### src/clp_cfg.svh
// Offsets, field positions, reset values and timing figures of the link port register bank.
// Assumes a 10 MHz clock and a byte-offset register address within the adapter space.
`ifndef CLP_CFG_SVH
`define CLP_CFG_SVH

////////////////////////////////////////////////////////////////////////////////
// Register offsets
`define CLP_ADDR_W 20
`define CLP_PORT_OFFSET 20'h4_1004
`define CLP_RXB_OFFSET 20'h4_1008

////////////////////////////////////////////////////////////////////////////////
// Port register fields
`define CLP_STRAP_BIT 31
`define CLP_HUB_OK_BIT 30
`define CLP_ONLINE_BIT 29
`define CLP_ADAPTER_OK_BIT 28
`define CLP_ONLINE_ENTRY_ENABLE_BIT 27
`define CLP_HBSEL_BIT 26
`define CLP_HUB_TYPE_HI 24
`define CLP_HUB_TYPE_LO 22
`define CLP_NODE_ID_HI 21
`define CLP_NODE_ID_LO 16
`define CLP_RXB_HI 31
`define CLP_RXB_LO 27

////////////////////////////////////////////////////////////////////////////////
// Reset and fixed values
`define CLP_HUB_TYPE_RST 3'h0
`define CLP_NODE_ID_RST 6'h00
`define CLP_RXB_RST 5'h00
`define CLP_MASTER_NODE_ID 6'h00
`define CLP_PEER_NODE_ID 6'h01
`define CLP_ZERO32 32'h0000_0000

////////////////////////////////////////////////////////////////////////////////
// Heartbeat timing
`define CLP_CLK_KHZ 10000
`define CLP_HB_LONG_MS 8000
`define CLP_HB_SHORT_MS 2000
// Strap, three link lines, three hub type lines and six id lines
`define CLP_SYNC_W 13

`endif

### src/clp_pkg.sv
// Types shared by the link port register bank.
// Assumes nothing beyond the cfg header.
package clp_pkg;
	typedef enum logic [1:0] {
		ST_OFFLINE,
		ST_LOAD,
		ST_ONLINE
	} clp_state_e;
	typedef logic [5:0] clp_node_id_t;
endpackage

### src/clp_sync.sv
// Two-flop synchroniser for pin levels.
// Assumes multi-bit inputs are quasi-static while they are used.
`timescale 1ns/10ps
module clp_sync #(
	parameter int W = 1
) (
	// Clock and reset
	input wire logic clk,
	input wire logic reset,
	// Levels
	input wire logic [W-1:0] d,
	output logic [W-1:0] q
);
	logic [W-1:0] meta_r;
	logic [W-1:0] q_r;

	always_ff @(posedge clk or posedge reset) begin
		if (reset) begin
			meta_r <= '0;
			q_r <= '0;
		end else begin
			meta_r <= d;
			q_r <= meta_r;
		end
	end

	assign q = q_r;
endmodule

### src/clp_hb_timer.sv
// Heartbeat watchdog: counts idle cycles while armed, pulses on expiry.
// Assumes kick is a same-clock pulse per transmitted transaction.
`timescale 1ns/10ps
module clp_hb_timer #(
	parameter int W = 32
) (
	// Clock and reset
	input wire logic clk,
	input wire logic reset,
	// Control
	input wire logic run,
	input wire logic kick,
	input wire logic [W-1:0] limit,
	// Event
	output logic expire
);
	logic [W-1:0] count_r;
	logic [W-1:0] count_nxt;
	logic expire_r;
	logic expire_nxt;

	always_comb begin
		count_nxt = count_r + W'(1);
		expire_nxt = 1'b0;
		// Restart on any transmit, so one transaction per period keeps the port up
		if (!run || kick) begin
			count_nxt = '0;
		end else if (count_r >= limit - W'(1)) begin
			count_nxt = '0;
			expire_nxt = 1'b1;
		end
	end

	always_ff @(posedge clk or posedge reset) begin
		if (reset) begin
			count_r <= '0;
			expire_r <= 1'b0;
		end else begin
			count_r <= count_nxt;
			expire_r <= expire_nxt;
		end
	end

	assign expire = expire_r;
endmodule

### src/clp_port_regs.sv
// Link port control/status and receive window base registers.
// Assumes a same-clock register port; link lines and strap arrive from pins.
//
// Operation
// - Strap state is visible as a read-only status bit.
// - With strap set, this node is node zero and arbitrates the link.
// - Read-only bit shows the hub-ok link signal, zero after reset.
// - Read-only bit shows the link-online signal, zero after reset.
// - Read-only bit shows the adapter-ok link signal, zero after reset.
// - Online state is entered only while the software enable bit is set.
// - Hardware clears the enable bit when entering online state.
// - Select bit picks eight second or two second heartbeat timeout.
// - Hub type field is loaded from the hub during initialisation.
// - Hub type resets to zero and stays zero under virtual hub.
// - A six-bit node identifier is held for link routing.
// - Hub-attached nodes load the node identifier during online sequence.
// - Virtual hub master takes identifier zero, its peer takes one.
// - Five-bit writable receive base selects the inbound host window.
// - Enforced heartbeat takes the port offline after an idle period.
`timescale 1ns/10ps
`include "clp_cfg.svh"
module clp_port_regs #(
	parameter logic [31:0] HB_LONG_CYCLES = 32'(`CLP_HB_LONG_MS * `CLP_CLK_KHZ),
	parameter logic [31:0] HB_SHORT_CYCLES = 32'(`CLP_HB_SHORT_MS * `CLP_CLK_KHZ)
) (
	// Clock and reset
	input wire logic clk,
	input wire logic reset,
	// Register port
	input wire logic [`CLP_ADDR_W-1:0] reg_addr,
	input wire logic reg_wr,
	input wire logic reg_rd,
	input wire logic [31:0] reg_wdata,
	output logic [31:0] reg_rdata,
	output logic reg_rvalid,
	// Board strap and link pins
	input wire logic virtual_hub_strap,
	input wire logic hub_ok_in,
	input wire logic link_online_in,
	input wire logic adapter_ok_in,
	input wire logic [2:0] hub_type_in,
	input wire logic [5:0] node_id_in,
	// Local datapath
	input wire logic heartbeat_enforce,
	input wire logic tx_issued,
	// Port state
	output logic port_online,
	output logic link_arbiter,
	output logic [5:0] node_id,
	output logic [5:0] peer_node_id,
	output logic [4:0] receive_window_base
);
	////////////////////////////////////////////////////////////////////////////
	// Address decode

	function automatic logic addr_is(input logic [`CLP_ADDR_W-1:0] a,
		input logic [`CLP_ADDR_W-1:0] off);
		addr_is = (a == off);
	endfunction

	////////////////////////////////////////////////////////////////////////////
	// Pin synchronisation

	logic [`CLP_SYNC_W-1:0] sync_q;
	logic strap_s;
	logic hub_ok_s;
	logic online_s;
	logic adapter_ok_s;
	logic [2:0] hub_type_s;
	logic [5:0] node_id_s;

	// Id lines are multi-bit; they are only sampled once the link is stable
	clp_sync #(
		.W(`CLP_SYNC_W)
	) u_sync (
		.clk(clk),
		.reset(reset),
		.d({virtual_hub_strap, hub_ok_in, link_online_in, adapter_ok_in,
			hub_type_in, node_id_in}),
		.q(sync_q)
	);

	assign {strap_s, hub_ok_s, online_s, adapter_ok_s, hub_type_s, node_id_s} = sync_q;

	////////////////////////////////////////////////////////////////////////////
	// State and registers

	clp_pkg::clp_state_e state_r;
	clp_pkg::clp_state_e state_nxt;
	logic online_entry_enable_r;
	logic online_entry_enable_nxt;
	logic hb_sel_r;
	logic hb_sel_nxt;
	logic [2:0] hub_type_r;
	logic [2:0] hub_type_nxt;
	clp_pkg::clp_node_id_t node_id_r;
	clp_pkg::clp_node_id_t node_id_nxt;
	logic [4:0] rxb_r;
	logic [4:0] rxb_nxt;
	logic online_r;
	logic online_nxt;
	logic arb_r;
	logic [31:0] rdata_r;
	logic [31:0] rdata_nxt;
	logic rvalid_r;
	logic rd_port_r;
	logic rd_port_nxt;
	logic rd_rxb_r;
	logic rd_rxb_nxt;
	logic partner_ok;
	logic hb_expire;
	logic [31:0] hb_limit;
	logic [31:0] port_word;

	// The partner that must be ready: the hub, or the peer when we arbitrate
	assign partner_ok = arb_r ? adapter_ok_s : (hub_ok_s && online_s);
	assign hb_limit = hb_sel_r ? HB_LONG_CYCLES : HB_SHORT_CYCLES;

	clp_hb_timer #(
		.W(32)
	) u_hb (
		.clk(clk),
		.reset(reset),
		.run(heartbeat_enforce && online_r),
		.kick(tx_issued),
		.limit(hb_limit),
		.expire(hb_expire)
	);

	always_comb begin
		port_word = `CLP_ZERO32;
		port_word[`CLP_STRAP_BIT] = strap_s;
		port_word[`CLP_HUB_OK_BIT] = hub_ok_s;
		port_word[`CLP_ONLINE_BIT] = online_s;
		port_word[`CLP_ADAPTER_OK_BIT] = adapter_ok_s;
		port_word[`CLP_ONLINE_ENTRY_ENABLE_BIT] = online_entry_enable_r;
		port_word[`CLP_HBSEL_BIT] = hb_sel_r;
		port_word[`CLP_HUB_TYPE_HI:`CLP_HUB_TYPE_LO] = hub_type_r;
		port_word[`CLP_NODE_ID_HI:`CLP_NODE_ID_LO] = node_id_r;
	end

	always_comb begin
		state_nxt = state_r;
		online_entry_enable_nxt = online_entry_enable_r;
		hb_sel_nxt = hb_sel_r;
		hub_type_nxt = hub_type_r;
		node_id_nxt = node_id_r;
		rxb_nxt = rxb_r;
		online_nxt = online_r;
		rdata_nxt = `CLP_ZERO32;
		rd_port_nxt = 1'b0;
		rd_rxb_nxt = 1'b0;
		// Writes touch only the writable fields
		if (reg_wr && addr_is(reg_addr, `CLP_PORT_OFFSET)) begin
			online_entry_enable_nxt = reg_wdata[`CLP_ONLINE_ENTRY_ENABLE_BIT];
			hb_sel_nxt = reg_wdata[`CLP_HBSEL_BIT];
		end
		if (reg_wr && addr_is(reg_addr, `CLP_RXB_OFFSET)) begin
			rxb_nxt = reg_wdata[`CLP_RXB_HI:`CLP_RXB_LO];
		end
		if (reg_rd) begin
			rd_port_nxt = addr_is(reg_addr, `CLP_PORT_OFFSET);
			rd_rxb_nxt = addr_is(reg_addr, `CLP_RXB_OFFSET);
			if (rd_port_nxt) begin
				rdata_nxt = port_word;
			end else if (rd_rxb_nxt) begin
				rdata_nxt[`CLP_RXB_HI:`CLP_RXB_LO] = rxb_r;
			end
		end
		unique case (state_r)
			clp_pkg::ST_OFFLINE: begin
				if (online_entry_enable_r && partner_ok) begin
					state_nxt = clp_pkg::ST_LOAD;
				end
			end
			clp_pkg::ST_LOAD: begin
				if (arb_r) begin
					hub_type_nxt = `CLP_HUB_TYPE_RST;
					node_id_nxt = `CLP_MASTER_NODE_ID;
				end else begin
					hub_type_nxt = hub_type_s;
					node_id_nxt = node_id_s;
				end
				// Enable withdrawn mid-sequence aborts the entry
				if (online_entry_enable_r && partner_ok) begin
					state_nxt = clp_pkg::ST_ONLINE;
					online_nxt = 1'b1;
					online_entry_enable_nxt = 1'b0;
				end else begin
					state_nxt = clp_pkg::ST_OFFLINE;
				end
			end
			clp_pkg::ST_ONLINE: begin
				// Cable pull drops us here; the cleared enable stops re-entry
				if (!partner_ok || hb_expire) begin
					state_nxt = clp_pkg::ST_OFFLINE;
					online_nxt = 1'b0;
				end
			end
		endcase
	end

	always_ff @(posedge clk or posedge reset) begin
		if (reset) begin
			state_r <= clp_pkg::ST_OFFLINE;
			online_entry_enable_r <= 1'b0;
			hb_sel_r <= 1'b0;
			hub_type_r <= `CLP_HUB_TYPE_RST;
			node_id_r <= `CLP_NODE_ID_RST;
			rxb_r <= `CLP_RXB_RST;
			online_r <= 1'b0;
			arb_r <= 1'b0;
			rdata_r <= `CLP_ZERO32;
			rvalid_r <= 1'b0;
			rd_port_r <= 1'b0;
			rd_rxb_r <= 1'b0;
		end else begin
			state_r <= state_nxt;
			online_entry_enable_r <= online_entry_enable_nxt;
			hb_sel_r <= hb_sel_nxt;
			hub_type_r <= hub_type_nxt;
			node_id_r <= node_id_nxt;
			rxb_r <= rxb_nxt;
			online_r <= online_nxt;
			arb_r <= strap_s;
			rdata_r <= rdata_nxt;
			rvalid_r <= reg_rd;
			rd_port_r <= rd_port_nxt;
			rd_rxb_r <= rd_rxb_nxt;
		end
	end

	////////////////////////////////////////////////////////////////////////////
	// Outputs

	logic [5:0] peer_id_r;

	// Master hands id one to its peer; a hub assigns ids itself
	always_ff @(posedge clk or posedge reset) begin
		if (reset) begin
			peer_id_r <= `CLP_NODE_ID_RST;
		end else begin
			peer_id_r <= strap_s ? `CLP_PEER_NODE_ID : `CLP_NODE_ID_RST;
		end
	end

	assign reg_rdata = rdata_r;
	assign reg_rvalid = rvalid_r;
	assign port_online = online_r;
	assign link_arbiter = arb_r;
	assign node_id = node_id_r;
	assign peer_node_id = peer_id_r;
	assign receive_window_base = rxb_r;
endmodule

### config.mk
export PLATFORM = sky130hd
export DESIGN_NAME = clp_port_regs
export DESIGN_NICKNAME = d
export VERILOG_FILES = /design/src/clp_pkg.sv /design/src/clp_sync.sv /design/src/clp_hb_timer.sv /design/src/clp_port_regs.sv
export VERILOG_INCLUDE_DIRS = /design/src
export SDC_FILE = /design/constraint.sdc
export NUM_CORES = 1
export LEC_CHECK = 0
export ABC_AREA = 0
export BUFFER_PORTS_ARGS = -buffer_cell sky130_fd_sc_hd__buf_2
export CORE_AREA = 4 4 100 102
export DETAILED_ROUTE_END_ITERATION = 10
export DIE_AREA = 0 0 104 106
export PLACE_DENSITY_LB_ADDON = 0.1
export SYNTH_ARGS = -nofsm -noshare
export SYNTH_HDL_FRONTEND = slang
export SYNTH_HIERARCHICAL = 1
export SYNTH_SLANG_ARGS = --single-unit
### constraint.sdc
create_clock -name clk -period 8.85 [get_ports clk]
set_input_delay 1.77 -clock clk [delete_from_list [all_inputs] [get_ports clk]]
set_output_delay 1.77 -clock clk [all_outputs]
set_load 0.005 [all_outputs]
==> impl_metrics.csv <==
group,metric,value,unit
run_status,status,"complete, no violations",
setup_path,crit_top_cell,"nor3_1",
worst_hold_path,hold_path_class,"flip-flop to flip-flop",
logic_synthesis,yosysSeqAreaShare,0.456,
layout,drive_gt1_frac,0.173,
cts,cts_tree,"yes",
placement,dp_hpwl,7.93,mm
floorplanning,initial_utilization,0.572,
cts,cts_resized,0,
placement,io_buffers,74,
floorplanning,rows,35,
cts,cts_setup_buffers,0,
pwr,finalPower,0.924,mW
floorplanning,dieArea,0.0110,mm2
setup_path,worstSetupStartpointType,"flip-flop",
logic_synthesis,syn_area_per_cell,10.1,um2
drt,first_iter_violations,166,
logic_synthesis,ys_types,51,
floorplanning,core,0.00911,mm2
logic_synthesis,synthFlopType,"dfrtp_1",
setup_path,end_kind,"flip-flop",
sta,worst_pin_slew,922,ps
global_route,grt_max_degree,34,
global_route,grt_overflow_total,0,
setup_path,required,9130,ps
sta,setup_violations,0,
sta,hold_violations,0,
logic_synthesis,netlist_area,0.00521,mm2
layout,num_antenna_cells,0,
sta,grt_setup_unrepaired,"no",
setup_path,crit_family,"simple AND/OR/NAND/NOR gates",
cts,clock-sinks,95,
sta,finalMaxSlewViolations,0,
sta,skew,8.01,ps
sta,fin_crit_sh,0.472,
layout,layout.nets,761,
cts,h-tree-depth,3,
cts,cts_made_buffers,9,
drt,wl,10.2,mm
pwr,ir_drop,105,uV
logic_synthesis,yosys_warnings,6,
setup_path,arrival,4460,ps
pwr,p_per_area,151,mW/mm2
floorplanning,io_pins,123,
global_route,grt_usage,0.195,
cts,root_buffer,"clkbuf_8",
drt,ant_nets,0,
drt,first_pass_iters,4,
logic_synthesis,async_flop_share,1.00,
setup_path,crit_slowest_cell,"dfrtp_1",
cts,clk_pin_slew_worst_paths,90,ps
sta,fmax,0.239,GHz
setup_path,path_class,"flip-flop to flip-flop",
setup_path,cpPeakStageDelay,840,ps
drt,drc_errors,0,
global_route,antenna_found_initial,0,
placement,routabilityCongestion,0.802,
logic_synthesis,synth-seq-cells,95,
layout,area_delta_synth_final,17.3,%
drt,vias_per_cell,5.15,
setup_path,cp_num_buf_inv,2,
sta,finalSetupTns,0,ps
drt,wl_per_cell,13.2,um
floorplanning,die_y,106,um
setup_path,worstPathMaxFanout,33,
floorplanning,die_w,104,um
logic_synthesis,synthCells,514,
global_route,grt_pass1_wl,17.7,mm
job,maxCapViolations,0,
cts,clockBufferDepth,2,
cts,clk-insertion-delay-late,350,ps
global_route,grt_pass1_vias,3819,
pwr,leakage,2.94,nW
cts,ctsHoldBuffers,0,
drt,via_count,3963,
logic_synthesis,synth-edff-count,0,
sta,min_period,4180,ps
sta,relSlewSlack,0.385,
setup_path,critical_path.cell_chain,"inv_1 > nor3_1 > nand4b_1 > xor2_1 > ha_1 > nand2_1 > nor3_1 > o311ai_1 > a311oi_4 > buf_4 > o21a_1",
## metal layers
layer  vias up  global-route usage  wire, um
met1      1884               0.243      4430
met3        14              0.0364       445
met5         -                   0         0
met4         0              0.0579       161
met2        93               0.348      5150
li1       1972                   -         -
## cells in the mapped netlist, types with 2 or more instances
| master | number | share of area |
|---|---|---|
| nand3_1 | 18 | 0.017 |
| dfrtp_1 | 95 | 0.46 |
| nor3_1 | 57 | 0.055 |
| inv_1 | 23 | 0.017 |
| clkbuf_1 | 12 | 0.0086 |
| or3_1 | 7 | 0.0084 |
| nor2_1 | 22 | 0.016 |
| nor2b_1 | 3 | 0.0036 |
| o22ai_1 | 2 | 0.0024 |
| buf_4 | 23 | 0.033 |
| and3_1 | 5 | 0.0060 |
| ha_1 | 37 | 0.089 |
| nor4_1 | 4 | 0.0048 |
| nor4b_2 | 2 | 0.0058 |
| conb_1 | 2 | 0.0014 |
| nand4b_1 | 2 | 0.0034 |
| nand2_1 | 36 | 0.026 |
| nand4_1 | 19 | 0.023 |
| a22o_1 | 5 | 0.0084 |
| xor2_1 | 35 | 0.059 |
| nor4_2 | 3 | 0.0072 |
| nor3b_1 | 2 | 0.0029 |
| nor4b_1 | 2 | 0.0034 |
| mux2_2 | 6 | 0.013 |
| nand3b_1 | 6 | 0.0086 |
| or3_4 | 2 | 0.0043 |
| buf_2 | 2 | 0.0019 |
| xnor2_1 | 25 | 0.042 |
| o21ai_0 | 15 | 0.014 |
| and4_1 | 3 | 0.0050 |
| a21oi_1 | 17 | 0.016 |
| a21boi_0 | 3 | 0.0043 |
## cell type report
type	count	area [um2]
fill	731	3000
multi-input combinational	445	2860
sequential	95	2380
timing repair buffer	79	408
tap	111	139
clock buffer	10	128
clock inverter	6	115
inverter	23	86.3
## path summary, 6_finish.rpt
path / startpoint / endpoint / slack (ps) / cells after the start
min in group asynchronous: reset / hub_type_r[1]$_DFFE_PP0N_ / 1360 / 2
worst min-delay path: u_sync/meta_r[10]$_DFF_PP0_ / u_sync/q[10]$_DFF_PP0_ / 350 / 0
worst min register to register: u_sync/meta_r[10]$_DFF_PP0_ / u_sync/q[10]$_DFF_PP0_ / 350 / 0
worst max register to register: hb_sel_r$_DFFE_PP0N_ / u_hb/expire$_DFF_PP0_ / 4670 / 11
worst max-delay path: hb_sel_r$_DFFE_PP0N_ / u_hb/expire$_DFF_PP0_ / 4670 / 11
max in group asynchronous: reset / u_sync/meta_r[3]$_DFF_PP0_ / 6640 / 2
## metrics by stage
stage          hold WS (ps)  std cells   util  area, um2  worst slack, ps
3_5_place_dp            336        753  0.644       5870             4670
6_report                346        769  0.671       6110             4670
4_1_cts                 350        769  0.671       6110             4630
5_1_grt                 362        769  0.671       6110             4300
2_1_floorplan           331        600      -       5530             5420
3_3_place_gp            333        753  0.644       5870             4720
## cell families (layout without fill, tap and decap cells)
family / Yosys count / in the layout / synth area share
other: 2 / 88 / 0.00144
XOR/XNOR: 60 / 60 / 0.101
AO/OA/AOI/OAI: 50 / 50 / 0.0591
multiplexers: 7 / 7 / 0.0149
buffers and inverters: 60 / 118 / 0.0603
adder cells (fa/ha/maj): 37 / 37 / 0.0889
flip-flops: 95 / 95 / 0.456
AND/OR/NAND/NOR: 203 / 203 / 0.218
## registers in the layout, summed over array words and instances, names as in the netlist
signal / cells
u_hb/expire: 1
hub_type_r: 3
u_sync/meta_r: 13
port_online: 1
u_hb/count_r: 32
reg_rvalid: 1
receive_window_base: 5
link_arbiter: 1
u_sync/q: 13
hb_sel_r: 1
reg_rdata: 15
state_r: 2
node_id: 6
online_entry_enable_r: 1
## cell usage in the layout, fill, tap and decap left out, types with 15 or more instances in the layout
cell	n
dfrtp_1	95
conb_1	88
buf_2	74
nor3_1	57
ha_1	37
nand2_1	36
xor2_1	35
xnor2_1	25
inv_1	23
nor2_1	22
nand4_1	19
nand3_1	18
a21oi_1	17
o21ai_0	15
## power breakdown
part / internal, mW / switching, mW / total [mW] / leakage, nW
combinational: 0.0429 / 0.0722 / 0.115 / 1.58
clock: 0.190 / 0.145 / 0.335 / 0.117
sequential: 0.461 / 0.0129 / 0.474 / 1.25
total: 0.694 / 0.230 / 0.924 / 2.94
(Power assumes the default switching activity.)
